[src/verilog/cpregs_pkg.sv]
// Package for the coprocessor access, power and identification register bank
package cpregs_pkg;

	// Byte addresses of the registers on the AHB-Lite window
	localparam logic [31:0] CPREGS_ADDR_POWER_S = 32'hE000E00C;
	localparam logic [31:0] CPREGS_ADDR_POWER_NS = 32'hE002E00C;
	localparam logic [31:0] CPREGS_ADDR_IDENT_S = 32'hE000ED00;
	localparam logic [31:0] CPREGS_ADDR_IDENT_NS = 32'hE002ED00;
	localparam logic [31:0] CPREGS_ADDR_ACCESS_S = 32'hE000ED88;
	localparam logic [31:0] CPREGS_ADDR_ACCESS_NS = 32'hE002ED88;
	localparam logic [31:0] CPREGS_ADDR_CONTROL = 32'hE000EF00;

	// Field positions
	localparam int CPREGS_FP_LO = 20;
	localparam int CPREGS_FP_SH_LO = 22;
	localparam int CPREGS_CTRL_STACK_SELECT = 1;
	localparam int CPREGS_CTRL_UNPRIV = 0;
	localparam int CPREGS_ID_IMPL_LO = 24;
	localparam int CPREGS_ID_VAR_LO = 20;
	localparam int CPREGS_ID_ARCH_LO = 16;
	localparam int CPREGS_ID_PART_LO = 4;

	// Writable-bit mask (coprocessor fields 0..7 plus the fp fields) and reset value
	localparam logic [31:0] CPREGS_ACCESS_MASK = 32'h00F0FFFF;
	localparam logic [31:0] CPREGS_RESET_ZERO = 32'h00000000;

	// Architecture codes for the identification register
	localparam logic [3:0] CPREGS_ARCH_MAIN = 4'h9; // Arbitrary value
	localparam logic [3:0] CPREGS_ARCH_BASE = 4'h6; // Arbitrary value

	// AHB-Lite encodings
	localparam logic [1:0] CPREGS_HTRANS_NONSEQ = 2'h2;
	localparam logic [1:0] CPREGS_HTRANS_SEQ = 2'h3;

	// Captured address phase
	typedef struct packed {
		logic valid;
		logic write;
		logic priv;
		logic secure;
		logic [31:0] addr;
	} cpregs_aphase_type;

endpackage

[src/verilog/cpregs_bank.sv]
// Coprocessor access, power permission, identification and control bits behind AHB-Lite
`timescale 1ns/1ps
// How it works
// - stack_select picks main or process stack, banked
// - thread_unprivileged drops Thread privilege, banked
// - thread_unprivileged may be fixed read-as-zero
// - Unprivileged access to the access, power and identification registers faults
// - Access rights banked, present only with main extension
// - fp_access_field gates floating-point use
// - fp_access_shadow_field has no effect
// - coproc_access_field grants per-coprocessor rights
// - Missing coprocessor fields read zero; reserved zero
// - Power permission not banked, main extension only
// - fp_secure_only locks fp power bit to Secure
// - fp_state_may_lose is a power-down hint
// - Shadow power bits have no effect
// - coproc_secure_only locks coproc_state_may_lose
// - Hard-wired power bit zeroes its lock
// - Power permission bits clear on reset
// - Identification register is read-only constant
// - Implementer code in bits 31:24
// - Variant number in bits 23:20
// - Architecture code in bits 19:16
// - Part number in bits 15:4
// - Revision in bits 3:0
// - Unprivileged control writes silently ignored
module cpregs_bank
	import cpregs_pkg::*;
#(
	parameter bit MAIN_EXT = 1'b1, // Main extension present
	parameter bit FP_PRESENT = 1'b1, // Floating-point unit present
	parameter logic [7:0] CP_PRESENT = 8'h0F, // Implemented coprocessors
	parameter logic [7:0] CP_PWR_WIRED = 8'h00, // Coprocessor power bits hard-wired to zero
	parameter bit FP_PWR_WIRED = 1'b0, // Fp power bit hard-wired to zero
	parameter bit UNPRIV_RW = 1'b1, // Thread privilege bit writable without main extension
	parameter logic [7:0] IMPLEMENTER = 8'h5A, // Arbitrary value
	parameter logic [3:0] VARIANT = 4'h1, // Arbitrary value
	parameter logic [11:0] PART_NUMBER = 12'h123, // Arbitrary value
	parameter logic [3:0] REVISION = 4'h2 // Arbitrary value
) (
	input wire logic clk_sys_i, // System clock
	input wire logic rst_n_i, // Warm reset, synchronous, active low
	input wire logic hsel_i, // Slave select
	input wire logic [31:0] haddr_i, // Address
	input wire logic [1:0] htrans_i, // Transfer type
	input wire logic hwrite_i, // Write strobe
	input wire logic [2:0] hsize_i, // Transfer size
	input wire logic [3:0] hprot_i, // Protection, bit 1 privileged
	input wire logic hnonsec_i, // Non-secure access
	input wire logic [31:0] hwdata_i, // Write data
	input wire logic hready_i, // Bus ready
	output logic [31:0] hrdata_o, // Read data
	output logic hreadyout_o, // Slave ready
	output logic hresp_o, // Response, always OKAY
	output logic access_fault_o, // Pulse: unprivileged access refused
	output logic stack_select_o, // Stack select of Secure state
	output logic thread_unprivileged_o, // Thread privilege of Secure state
	output logic [1:0] fp_access_s_o, // Secure fp access rights
	output logic [1:0] fp_access_ns_o, // Non-secure fp access rights
	output logic [15:0] coproc_access_s_o, // Secure coprocessor rights
	output logic [15:0] coproc_access_ns_o, // Non-secure coprocessor rights
	output logic fp_state_may_lose_o, // Fp power-down hint
	output logic [7:0] coproc_state_may_lose_o // Coprocessor power-down hints
);

	// Widen a per-coprocessor bit mask to field pairs
	function automatic logic [15:0] pair_mask(input logic [7:0] m);
		logic [15:0] r;
		r = '0;
		for (int i = 0; i < 8; i++) begin
			r[2*i] = m[i];
			r[2*i+1] = m[i];
		end
		return r;
	endfunction

	// Spread a per-coprocessor bit mask to the odd bits of field pairs, even bits zero
	function automatic logic [15:0] odd_bits(input logic [7:0] m);
		logic [15:0] r;
		r = '0;
		for (int i = 0; i < 8; i++) begin
			r[2*i+1] = m[i];
		end
		return r;
	endfunction

	cpregs_aphase_type aph; // Captured address phase
	logic [31:0] acc_s; // Secure access rights copy
	logic [31:0] acc_ns; // Non-secure access rights copy
	logic [31:0] pwr; // Power permission, shared
	logic [1:0] ctrl_s; // Secure control bits
	logic [1:0] ctrl_ns; // Non-secure control bits

	// Address phase qualification
	wire take = hsel_i & hready_i & (htrans_i == CPREGS_HTRANS_NONSEQ || htrans_i == CPREGS_HTRANS_SEQ);
	wire a_sec = aph.secure;
	wire hit_acc = (aph.addr == CPREGS_ADDR_ACCESS_S) | (aph.addr == CPREGS_ADDR_ACCESS_NS);
	wire hit_pwr = (aph.addr == CPREGS_ADDR_POWER_S) | (aph.addr == CPREGS_ADDR_POWER_NS);
	wire hit_id = (aph.addr == CPREGS_ADDR_IDENT_S) | (aph.addr == CPREGS_ADDR_IDENT_NS);
	wire hit_ctl = aph.addr == CPREGS_ADDR_CONTROL;
	// Alias addresses reach the Non-secure view only from Secure; RES0 otherwise
	wire is_alias = aph.addr[17];
	wire alias_bad = is_alias & ~a_sec;
	wire view_ns = ~a_sec | is_alias;
	// Privileged-only registers fault when unprivileged
	wire faulting = aph.valid & ~aph.priv & (hit_acc | hit_pwr | hit_id) & ~alias_bad;
	wire wr_ok = aph.valid & aph.write & aph.priv & ~alias_bad;

	// Fixed masks derived from configuration
	wire [15:0] cp_mask = MAIN_EXT ? pair_mask(CP_PRESENT) : 16'h0000;
	wire [3:0] fp_mask = (MAIN_EXT & FP_PRESENT) ? 4'hF : 4'h0;
	wire [31:0] acc_wmask = CPREGS_ACCESS_MASK & {8'h00, fp_mask, 4'h0, cp_mask};
	wire [7:0] su_impl = MAIN_EXT ? (CP_PRESENT & ~CP_PWR_WIRED) : 8'h00;
	wire fp_su_impl = MAIN_EXT & FP_PRESENT & ~FP_PWR_WIRED;
	wire [15:0] pwr_cp_mask = pair_mask(su_impl);
	wire [31:0] pwr_wmask = {8'h00, {4{fp_su_impl}}, 4'h0, pwr_cp_mask};

	// Non-secure writable bits: secure-only bits never, locked power bits never
	wire [7:0] su_lock;
	genvar g;
	generate
		for (g = 0; g < 8; g++) begin : g_lock
			assign su_lock[g] = pwr[2*g+1];
		end
	endgenerate
	wire [15:0] ns_cp_open = pair_mask(~su_lock) & ~odd_bits(8'hFF);
	wire fp_open = ~pwr[CPREGS_FP_LO+1];
	wire [31:0] pwr_ns_mask = {8'h00, 1'b0, fp_open, 1'b0, fp_open, 4'h0, ns_cp_open};
	wire [31:0] pwr_view = view_ns ? (pwr & pwr_ns_mask) : pwr;

	// Identification constant
	wire [3:0] arch_code = MAIN_EXT ? CPREGS_ARCH_MAIN : CPREGS_ARCH_BASE;
	wire [31:0] ident = {IMPLEMENTER, VARIANT, arch_code, PART_NUMBER, REVISION};

	// Control bits of the viewed state
	wire [1:0] ctrl_view = view_ns ? ctrl_ns : ctrl_s;
	wire unpriv_ok = MAIN_EXT | UNPRIV_RW;
	wire [1:0] ctrl_wmask = {1'b1, unpriv_ok};

	// Read data multiplexer
	wire [31:0] rd_acc = (view_ns ? acc_ns : acc_s) & acc_wmask;
	wire [31:0] rd_val = (alias_bad | ~aph.priv) ? 32'h00000000 :
		hit_acc ? rd_acc :
		hit_pwr ? pwr_view :
		hit_id ? ident :
		hit_ctl ? {30'h00000000, ctrl_view} : 32'h00000000;

	// Capture the address phase whenever the bus is ready
	always_ff @(posedge clk_sys_i) begin
		if (!rst_n_i) begin
			aph <= '0;
		end else if (hready_i) begin
			aph <= '{valid: take, write: hwrite_i, priv: hprot_i[1], secure: ~hnonsec_i, addr: haddr_i};
		end
	end

	// Access rights copies; implemented fields reset unknown, zero chosen here
	always_ff @(posedge clk_sys_i) begin
		if (!rst_n_i) begin
			acc_s <= CPREGS_RESET_ZERO;
			acc_ns <= CPREGS_RESET_ZERO;
		end else if (wr_ok && hit_acc) begin
			if (view_ns) begin
				acc_ns <= hwdata_i & acc_wmask;
			end else begin
				acc_s <= hwdata_i & acc_wmask;
			end
		end
	end

	// Power permission, one shared copy
	always_ff @(posedge clk_sys_i) begin
		if (!rst_n_i) begin
			pwr <= CPREGS_RESET_ZERO;
		end else if (wr_ok && hit_pwr) begin
			if (view_ns) begin
				pwr <= (pwr & ~(pwr_wmask & pwr_ns_mask)) | (hwdata_i & pwr_wmask & pwr_ns_mask);
			end else begin
				pwr <= hwdata_i & pwr_wmask;
			end
		end
	end

	// Control bits; unprivileged writes dropped without fault
	always_ff @(posedge clk_sys_i) begin
		if (!rst_n_i) begin
			ctrl_s <= 2'h0;
			ctrl_ns <= 2'h0;
		end else if (wr_ok && hit_ctl) begin
			if (view_ns) begin
				ctrl_ns <= hwdata_i[1:0] & ctrl_wmask;
			end else begin
				ctrl_s <= hwdata_i[1:0] & ctrl_wmask;
			end
		end
	end

	// Bus answer and registered outputs; reads take one wait state so that the
	// registered read data stands in the last data-phase cycle, writes take none
	always_ff @(posedge clk_sys_i) begin
		if (!rst_n_i) begin
			hrdata_o <= 32'h00000000;
			hreadyout_o <= 1'b1;
			hresp_o <= 1'b0;
			access_fault_o <= 1'b0;
			stack_select_o <= 1'b0;
			thread_unprivileged_o <= 1'b0;
			fp_access_s_o <= 2'h0;
			fp_access_ns_o <= 2'h0;
			coproc_access_s_o <= 16'h0000;
			coproc_access_ns_o <= 16'h0000;
			fp_state_may_lose_o <= 1'b0;
			coproc_state_may_lose_o <= 8'h00;
		end else begin
			hrdata_o <= rd_val;
			hreadyout_o <= ~(take & ~hwrite_i); // Wait state after a read address phase
			hresp_o <= 1'b0;
			access_fault_o <= faulting & hready_i;
			stack_select_o <= ctrl_s[CPREGS_CTRL_STACK_SELECT];
			thread_unprivileged_o <= ctrl_s[CPREGS_CTRL_UNPRIV];
			fp_access_s_o <= acc_s[CPREGS_FP_LO+:2] & fp_mask[1:0];
			fp_access_ns_o <= acc_ns[CPREGS_FP_LO+:2] & fp_mask[1:0];
			coproc_access_s_o <= acc_s[15:0] & cp_mask;
			coproc_access_ns_o <= acc_ns[15:0] & cp_mask;
			fp_state_may_lose_o <= pwr[CPREGS_FP_LO];
			coproc_state_may_lose_o <= {pwr[14], pwr[12], pwr[10], pwr[8], pwr[6], pwr[4], pwr[2], pwr[0]};
		end
	end

endmodule

[config.mk]
export PLATFORM = sky130hd
export DESIGN_NAME = cpregs_bank
export DESIGN_NICKNAME = d
export VERILOG_FILES = /design/src/verilog/cpregs_pkg.sv /design/src/verilog/cpregs_bank.sv
export SDC_FILE = /design/constraint.sdc
export NUM_CORES = 1
export LEC_CHECK = 0
export BUFFER_PORTS_ARGS = -buffer_cell sky130_fd_sc_hd__buf_2
export CORE_MARGIN = 4
export CORE_UTILIZATION = 50
export CTS_CLUSTER_SIZE = 40
export DETAILED_ROUTE_END_ITERATION = 7
export PLACE_DENSITY = 0.8
export SETUP_SLACK_MARGIN = 0.3
export SLEW_MARGIN = 20
export SYNTH_ARGS = -nofsm -noshare
export SYNTH_HDL_FRONTEND = slang
export SYNTH_SLANG_ARGS = --single-unit
[constraint.sdc]
create_clock -name clk_sys_i -period 3.5 [get_ports clk_sys_i]
set_input_delay 0.525 -clock clk_sys_i [delete_from_list [all_inputs] [get_ports clk_sys_i]]
set_output_delay 0.525 -clock clk_sys_i [all_outputs]
set_load 0.005 [all_outputs]
---- After elaboration in Yosys (flattened, before gate mapping) ----
Cells that the tools add are included.
W data, S select, Z words.
word-level totals
  input port bits ......................... 79
  logic and storage cells ................. 84
  output and inout port bits .............. 82
  flip-flop bits (word level) ............. 177
operators by class
  muxes and demuxes ....................... 8
  bitwise operators ....................... 33
  reduce and logical (&&, ||, !) cells .... 10
  equality and inequality tests ........... 9
operator list
  cell                    count
  $eq A32 B32 Y1 const B  7
  $mux W32                3
  $mux W24                2
  $and A32 B23 Y32        1
  $and A32 B32 Y32        1
  $not A23 Y32            1
  $or A32 B24 Y32         1
  $mux W31                1
  $and A24 B23 Y24        1
  $and A1 B1 Y1           11
  $not A1 Y1              9
  $not A8 Y8              1
  $reduce_and A2 Y1       4
  $or A1 B1 Y1            7
  $eq A2 B2 Y1 const B    2
  $mux W2                 2
  $logic_and A1 B1 Y1     3
  $reduce_or A3 Y1        1
  $reduce_or A2 Y1        1
  $logic_or A1 B1 Y1      1

---- Depth between registers and ports, before layout ----
Gate-level depths: netlist of run 1.
  depth in word-level cells ............... 7
  depth in mapped cells ................... 7
  gate-level depth less buffers ........... 5

---- Worst setup path after synthesis of run 1 ----
No wires, ideal clock.
  path kind ............................... register -> register
  start ................................... register aph[16] (netlist name)
  end ..................................... register hrdata_o[0]
  arrival ................................. 2,498 ps
  data required time ...................... 3,421 ps
  path buffers ............................ 1
  path slack .............................. 923 ps
  clock period less this slack ............ 2,577 ps
  stages on the path, launching flop included .. 7
  cell sequence ........................... dfxtp_1 -> or4_4 -> or4_4 -> buf_6 -> or4_4 -> o32a_1 -> a211oi_2
on the way
  cells in the longest elaborated chain, start to end .. 5
RTL lines
  element                                         RTL line                               source
  start, declared                                 cpregs_bank.sv:87                      cpregs_aphase_type aph;
  start signal, assigned                          cpregs_bank.sv:153                     aph <= '{valid: take, write: hwrite_i, priv: hprot_i[1], secure: ~hnonsec_i, addr: haddr_i};
  $eq A32 B32 Y1, on equally long branches        cpregs_bank.sv:100, cpregs_bank.sv:99
  $mux W2 / $or A1 B1 Y1 (equally long branches)  cpregs_bank.sv:146, cpregs_bank.sv:99
  $mux W31                                        cpregs_bank.sv:145                     hit_id ? ident :
  $mux W32                                        cpregs_bank.sv:144                     hit_pwr ? pwr_view :
  $mux W24 *                                      cpregs_bank.sv:143                     hit_acc ? rd_acc :
  end signal, assigned                            cpregs_bank.sv:215                     hrdata_o <= rd_val;
  end, declared                                   cpregs_bank.sv:52                      output logic [31:0] hrdata_o,
Mark *: on every way between the ends. The rest lies on a longest branch, timed or not.
A chain may end at the register's enable or synchronous reset.

---- Final worst setup path of run 1 ----
  start ................................... register aph[16] (netlist name)
  end ..................................... register hrdata_o[28]
on the way
  cells in the longest elaborated chain, start to end .. 4
RTL lines
  element         RTL line            source
  $eq A32 B32 Y1  cpregs_bank.sv:99   wire hit_id = (aph.addr == CPREGS_ADDR_IDENT_S) | (aph.addr == CPREGS_ADDR_IDENT_NS);
  $or A1 B1 Y1    cpregs_bank.sv:99
  $mux W31        cpregs_bank.sv:145
  $mux W32        cpregs_bank.sv:144
Parallel ways exist; a longest one is shown, timed or not.

==> results of run 1 <==
[logic make-up after synthesis]
group | share of synthesized area
buffers and inverters | 0.0943
other | 0.000789
muxes | 0.105
DFF | 0.497
AOI/OAI and AO/OA | 0.0771
and+or+nand+nor | 0.225
[placed cells by master, fill, tap and decap left out, drive strengths merged, types with 4 or more instances in the layout]
cell and count:
nor4 9, inv 10, nor2 51, dfxtp 118, and2 22, o21ai 20, clkinvlp 4, or4 4
buf 110, nand3 20, nand2 73, nand4 6, a21o 12, a32oi 7, or2 5, conb 33
nor3 13, clkbuf 18, a21oi 4, clkinv 7, mux2i 50
[critical path: cells and delay by family, from the launching register on]
kind / cells / cell delay (ns)
flops: 1 / 0.32
simple gates: 5 / 2.19
[flip-flops by register name, summed over array words and instances (netlist names)]
| register | count |
|---|---|
| fp_access_ns_o | 2 |
| fp_state_may_lose_o | 1 |
| acc_ns | 12 |
| acc_s | 12 |
| stack_select_o | 1 |
| hreadyout_o | 1 |
| coproc_access_ns_o | 8 |
| thread_unprivileged_o | 1 |
| coproc_access_s_o | 8 |
| a_sec | 1 |
| hrdata_o | 13 |
| ctrl_ns | 2 |
| aph | 35 |
| fp_access_s_o | 2 |
| pwr | 12 |
| ctrl_s | 2 |
| access_fault_o | 1 |
| coproc_state_may_lose_o | 4 |
[where the power goes]
| group | internal [mW] | switching, mW | total [mW] |
|---|---|---|---|
| sequential | 1.37 | 0.0200 | 1.39 |
| combinational | 0.0639 | 0.0896 | 0.154 |
| clock | 0.961 | 0.628 | 1.59 |
[per-layer routing]
metal / wire, µm / global-route usage / share of wire / vias to the layer above
li1: - / - / - / 1889
met1: 4420 / 0.250 / 0.40 / 1756
met2: 5180 / 0.326 / 0.47 / 203
met3: 1180 / 0.0802 / 0.11 / 25
met4: 219 / 0.0731 / 0.020 / 2
met5: 13 / 0 / 0.0012 / -
[final cells by class]
| class | instances | area (µm²) | area share |
|---|---|---|---|
| flip-flops and latches | 118 | 2360 | 0.411 |
| multi-input cells | 356 | 2070 | 0.360 |
| repair buffers | 110 | 576 | 0.100 |
| clock buffers | 18 | 428 | 0.0744 |
| well taps | 129 | 161 | 0.0281 |
| clock inverters | 14 | 128 | 0.0222 |
| inverters | 8 | 30.0 | 0.00522 |
[per-stage QoR]
step | setup WS [ns] | total power [mW]
after floorplan | 0.923 | 1.54
after detailed placement | 0.882 | 1.57
final | 0.845 | 3.13
after global routing | 0.772 | 3.24
after CTS | 0.858 | 3.15
after global placement | 0.901 | 1.56
[path summary, 6_finish.rpt]
check	slack (ns)	depth (start not counted)	end
min	0.19	2	hreadyout_o
min reg2reg	0.47	2	stack_select_o
max	0.85	5	hrdata_o[28]
max reg2reg	0.85	5	hrdata_o[28]
==> flow_summary.ini, run 1 <==
[min_path]
worstHoldPathType = in -> reg
worstHoldStart = hsel_i

[detailed_routing]
vias = 3875
drt_iter0_drc = 220
first_pass_iters = 5
drcViolationCount = 0
ant_nets = 0
finalWirelength_mm = 11.0
wl_per_cell_um = 14.6
via_per_inst = 5.15

[sta]
hold_viol = 0
finClkSkew_ns = 0.00747
period_share = 0.758
whs_ns = 0.192
slew_headroom = 0.456
fmax_ghz = 0.377
setup_viol = 0
tightestPinTransition_ns = 0.808
drv_slew = 0
setup_tns_ns = 0
rsz0062_at_grt = no
period_needed_ns = 2.65

[setup_path]
worst_path_most_repeated_cell = or4_4
startpoint = aph[16]
r2r-start = aph[16]
endpoint_kind = flop
start_kind = flop
worstPathCellList = or4_4 -> or4_4 -> or3_1 -> or2_1 -> nor4_1
cpMaxStageDelayCell = or4_4
worst_ep_required_time_ns = 3.88
critPathMaxStageDelay_ns = 0.58
cp.arrival_ns = 3.03
path_max_fanout = 6
worstSetupPathType = reg -> reg

[clock_tree]
cts_sinks = 118
htreeDepth = 4
clk_pin_slew_ns = 0.06
postCtsSetupRepairBufs = 0
clock_path_buffers = 2
cts_tree = done
cts-resized-gates = 0
numCtsBuffers = 17
clockRootBuffer = clkbuf_8
hold_buffers = 0
clk_latency_ns = 0.52

[final_layout]
fin_nets = 690
stdcell_count = 753
syn_to_final_growth_pct = 21.1
final_cell_area_um2 = 5750
fillers = 787
num_antenna_cells = 0
final_layout_size_suffix_gt1_frac = 0.247
fin_util = 0.623

[logic_synthesis]
synthTopCellsByCount = dfxtp_1 (118), nand2_1 (73), nor2_1 (51)
yosys_warnings = 0
ys.flop_type = dfxtp_1
ys_types = 43
ys_seq_area_frac = 0.497
synth_top_area_share = 0.497
synth_area_um2 = 4750
postSynth.asyncResetShare = 0
synth-seq-cells = 118
syn_area_per_cell_um2 = 9.16
yosysMostFrequentCell = dfxtp_1
syn_inst = 519
yosysTopAreaCell = dfxtp_1
synthTopCellsByArea = dfxtp_1 (50%), mux2i_1 (11%), buf_4 (6.3%)
synth_edf_count = 0

[placement]
gp_congestion = 0.879
placed_area_um2 = 5200
dp.cells = 721
dp_hpwl_mm = 7.61
port-buffer-count = 100

[die]
rows = 35
die_width_um = 105
core_area_um2 = 9240
die_y_um = 105
initial_core_util = 0.514
die_area_um2 = 11100
num_io_pins = 161

[power]
ir_drop_mv = 0.409
power_leakage_nw = 2.73
powerDensity_nw_per_um2 = 544

[global_route]
grt_max_degree = 58
grt_use_total = 0.204
antenna_found_initial = 1
grt_pass1_wl_mm = 18.1
grt_pass1_vias = 3683
overflow = 0

[outcome]
status = finished, final reports clean

[flow_run]
drv_cap = 0
No activity file was read; power rests on OpenSTA's default activity.
==> run 2, diff against run 1 <==
--- a/config.mk
+++ b/config.mk
@@ -7,10 +7,10 @@
 export LEC_CHECK = 0
 export BUFFER_PORTS_ARGS = -buffer_cell sky130_fd_sc_hd__buf_2
 export CORE_MARGIN = 4
-export CORE_UTILIZATION = 50
+export CORE_UTILIZATION = 45
 export CTS_CLUSTER_SIZE = 40
 export DETAILED_ROUTE_END_ITERATION = 7
-export PLACE_DENSITY = 0.8
+export PLACE_DENSITY = 0.76
 export SETUP_SLACK_MARGIN = 0.3
 export SLEW_MARGIN = 20
 export SYNTH_ARGS = -nofsm -noshare
==> constraint.sdc (replaced) <==
create_clock -name clk_sys_i -period 2.33 [get_ports clk_sys_i]
set_input_delay 0.3495 -clock clk_sys_i [delete_from_list [all_inputs] [get_ports clk_sys_i]]
set_output_delay 0.3495 -clock clk_sys_i [all_outputs]
set_load 0.005 [all_outputs]
==> flow_summary.ini, run 2 (synthesized netlist as in run 1, its figures left out) <==
[outcome]
status = finished, violations left
violations = setup timing

[die]
num_io_pins = 161
rows = 37
die_y_um = 111
die_width_um = 111
die_area_um2 = 12300
core_area_um2 = 10300
initial_core_util = 0.460

[setup_path]
start_kind = flop
worst_ep_required_time_ns = 2.71
path_max_fanout = 5
worstSetupPathType = reg -> reg
endpoint_kind = flop
cp.arrival_ns = 2.85

[clock_tree]
clockRootBuffer = clkbuf_8
clock_path_buffers = 2
cts_tree = done
clk_pin_slew_ns = 0.06
clk_latency_ns = 0.52
cts_sinks = 118
htreeDepth = 4
numCtsBuffers = 17
hold_buffers = 0

[sta]
tightestPinTransition_ns = 0.712
setup_tns_ns = -0.792
setup_slack_ns = -0.142
period_share = 1.06
fmax_ghz = 0.405
rsz0062_at_grt = yes
finClkSkew_ns = 0.00608
hold_viol = 0
period_needed_ns = 2.47
drv_slew = 0
slew_headroom = 0.524
setup_viol = 12

[placement]
placed_area_um2 = 5300
gp_congestion = 0.843
dp_hpwl_mm = 7.99
port-buffer-count = 100
dp.cells = 739
place_ws_ns = -0.178

[power]
power_leakage_nw = 2.92
powerDensity_nw_per_um2 = 807
ir_drop_mv = 0.712

[final_layout]
num_antenna_cells = 0
regArea_um2 = 2370
syn_to_final_growth_pct = 31.6
stdcell_count = 783
layout_common_cells = dfxtp_1 (115), buf_2 (100), nand2_1 (69), mux2i_1 (50), nor2_1 (49)
final_layout_size_suffix_gt1_frac = 0.328
multiInputGateArea_um2 = 2280
fin_nets = 713
top_register = aph
fillers = 832
top_regs = aph: 35 flops, hrdata_o: 13 flops
final_cell_area_um2 = 6250
final_common_cell = dfxtp_1
largest_reg_flops = 35

[detailed_routing]
wl_per_cell_um = 15.8
finalWirelength_mm = 12.3
drcViolationCount = 0
drt_iter0_drc = 281
ant_nets = 0
vias = 4125
first_pass_iters = 5
via_per_inst = 5.27

[global_route]
grt_max_degree = 58
grt_use_total = 0.193
grt_pass1_vias = 3940
grt_pass1_wl_mm = 19.1
antenna_found_initial = 1
overflow = 0

[min_path]
worstHoldPathType = in -> reg

[flow_run]
drv_cap = 0
[run 2: cell types whose count changed in the layout (fill, tap and decap cells not counted), moves of 4 or more]
| cell | delta |
|---|---|
| buf_4 | +16 |
| nand2_1 | -4 |
| nand3_1 | -9 |
| nand3_2 | +9 |
| nor4_1 | -5 |
| o21ai_0 | -11 |
| o21ai_1 | +9 |
[run 2: per-stage QoR]
step	hold slack [ns]	total power, mW	utilization
2_1_floorplan	0.421	2.31	-
3_3_place_gp	0.443	2.35	0.514
3_5_place_dp	0.443	2.36	0.514
4_1_cts	0.00506	5.05	0.589
5_1_grt	0.0232	5.20	0.606
6_report	0.0220	5.05	0.606
[run 2: worst paths after layout]
check                             start                          to  slack, ns  cells past startpoint
worst max-delay path            aph[24]                  ctrl_ns[1]      -0.14                      6
worst min-delay path             hsel_i                 hreadyout_o       0.02                      2
worst max register to register  aph[24]                  ctrl_ns[1]      -0.14                      6
worst min register to register   pwr[6]  coproc_state_may_lose_o[3]       0.45                      2
[run 2: what timing repair did]
action | CTS | global route
endpoints found under the setup margin | 52 | 54
setup buffers | 4 | 6
gates cloned | 1 | 1
gates resized for setup | 28 | 35
pin swaps | 21 | 6
[run 2: cell type report]
type / count / share of cell area
clock inverter: 14 / 0.0314
clock buffer: 18 / 0.0668
sequential: 118 / 0.378
tap: 136 / 0.0272
inverter: 8 / 0.00480
timing repair buffer: 132 / 0.126
multi-input combinational: 357 / 0.365
[run 2: metal layers]
metal  wire [µm]  vias to the layer above  track usage
met5          13                        -            0
met4         243                        2       0.0887
met3        1120                       30       0.0677
met2        6020                      211        0.310
met1        4950                     1928        0.232
li1            -                     1954            -
[run 2: worst max-delay path, stage by stage (launching register included)]
cell and delay (ns):
dfxtp_2 0.32, or4_4 0.52, or4_4 0.57, or4_4 0.55
buf_4 0.16, o21ai_2 0.13, a21oi_1 0.08
[run 2: power by group]
| part | switching (mW) | total [mW] | internal (mW) |
|---|---|---|---|
| clock network | 0.954 | 2.70 | 1.75 |
| logic | 0.147 | 0.259 | 0.112 |
| registers | 0.0330 | 2.09 | 2.06 |
| total | 1.13 | 5.05 | 3.91 |
==> run 3, diff against run 2 <==
--- a/config.mk
+++ b/config.mk
@@ -5,12 +5,12 @@
 export SDC_FILE = /design/constraint.sdc
 export NUM_CORES = 1
 export LEC_CHECK = 0
-export BUFFER_PORTS_ARGS = -buffer_cell sky130_fd_sc_hd__buf_2
 export CORE_MARGIN = 4
-export CORE_UTILIZATION = 45
+export CORE_UTILIZATION = 56
 export CTS_CLUSTER_SIZE = 40
 export DETAILED_ROUTE_END_ITERATION = 7
-export PLACE_DENSITY = 0.76
+export DONT_BUFFER_PORTS = 1
+export PLACE_DENSITY = 0.74
 export SETUP_SLACK_MARGIN = 0.3
 export SLEW_MARGIN = 20
 export SYNTH_ARGS = -nofsm -noshare
==> flow_summary.ini, run 3 (synthesized netlist as in run 1, its figures left out) <==
[sta]
finClkSkew_ns = 0.00848
drv_slew = 0
setup_viol = 28
setup_tns_ns = -1.95
period_needed_ns = 2.50
whs_ns = 0.0109
period_share = 1.08
slew_headroom = 0.349
hold_viol = 0
setup_slack_ns = -0.175
fmax_ghz = 0.399
rsz0062_at_grt = yes
tightestPinTransition_ns = 0.968

[outcome]
violations = setup timing
status = finished, violations left

[global_route]
grt_use_total = 0.271
grt_pass1_vias = 4147
grt_max_degree = 41
grt_pass1_wl_mm = 21.3
antenna_found_initial = 0
overflow = 0

[clock_tree]
clk_latency_ns = 0.52
numCtsBuffers = 17
clk_pin_slew_ns = 0.06
clock_path_buffers = 2
htreeDepth = 4
cts_tree = done
cts_sinks = 118
clockRootBuffer = clkbuf_8

[setup_path]
critPathMaxStageDelay_ns = 0.55
worstSetupPathType = reg -> reg
path_max_fanout = 3
cpMaxStageDelayCell = or4_4
endpoint_kind = flop
worst_path_most_repeated_cell = or4_4
path_buf_inv = 0
worstPathCellList = or4_4 -> or4_4 -> or4_4 -> o32a_1 -> a211oi_2
cp.arrival_ns = 2.94
crit_family = simple AND/OR/NAND/NOR gates
start_kind = flop
worst_ep_required_time_ns = 2.77

[final_layout]
fin_nets = 680
final_cell_area_um2 = 6260
top_register = aph
final_layout_size_suffix_gt1_frac = 0.140
top_regs = aph: 35 flops, hrdata_o: 13 flops
largest_reg_flops = 35
multiInputGateArea_um2 = 2190
final_common_cell = dfxtp_1
stdcell_count = 718
num_antenna_cells = 0
syn_to_final_growth_pct = 31.8
fillers = 523
layout_common_cells = dfxtp_1 (117), nand2_1 (72), dlygate4sd3_1 (71), mux2i_1 (50), nor2_1 (49)
fin_util = 0.762
regArea_um2 = 2360

[die]
die_area_um2 = 10000
core_area_um2 = 8220
rows = 33
die_y_um = 100
initial_core_util = 0.578
num_io_pins = 161
die_width_um = 100

[power]
p_int_mw = 4.01
power_leakage_nw = 2.67
p_seq_frac = 0.410
ir_drop_mv = 0.496
p_sw_frac = 0.215
power_mw = 5.10
p_clk_frac = 0.529
p_comb_frac = 0.060
powerDensity_nw_per_um2 = 815
p_sw_mw = 1.10

[flow_run]
drv_cap = 0

[placement]
port-buffer-count = 0
place_ws_ns = -0.192
dp.cells = 610
placed_area_um2 = 4770
gp_congestion = 0.884
dp_hpwl_mm = 7.26

[detailed_routing]
via_per_inst = 5.67
ant_nets = 0
vias = 4069
drcViolationCount = 0
drt_iter0_drc = 203
wl_per_cell_um = 18.7
first_pass_iters = 4
finalWirelength_mm = 13.4

[min_path]
worstHoldPathType = in -> reg
-- run 3: cell type report --
type | count | area share
Clock inverter | 12 | 0.0282
Inverter | 8 | 0.00479
Clock buffer | 19 | 0.0705
Tap cell | 105 | 0.0210
Timing Repair Buffer | 98 | 0.149
Sequential cell | 118 | 0.377
Multi-Input combinational cell | 358 | 0.349
-- run 3: metal layers --
metal  wire, µm  vias up  track usage
met1       5110     1945        0.323
met4        415        0        0.125
met5          0        -            0
li1           -     1873            -
met2       6730      208        0.455
met3       1140       43       0.0723
-- run 3: worst paths after layout --
check | to | slack, ns | cells after the start | start
min | aph[20] | 0.01 | 2 | hready_i
max reg2reg | hrdata_o[0] | -0.17 | 5 | aph[16]
min reg2reg | coproc_state_may_lose_o[1] | 0.46 | 2 | pwr[2]
max | hrdata_o[0] | -0.17 | 5 | aph[16]
-- run 3: what timing repair did --
item | CTS | global route
cloned | 2 | 0
hold endpoints to repair | 66 | 0
setup endpoints to repair | 52 | 54
hold buffers | 72 | 0
resized for setup | 18 | 7
setup buffers | 3 | 0
pin swaps | 9 | 2
-- run 3: power by group through the flow --
stage                     registers (mW)  logic, mW  clock network [mW]
after detailed placement            2.13      0.160                   0
after global placement              2.13      0.155                   0
after floorplan                     2.12      0.193                   0
final                               2.09      0.309                2.70
after CTS                           2.09      0.286                2.71
after global routing                2.10      0.333                2.82
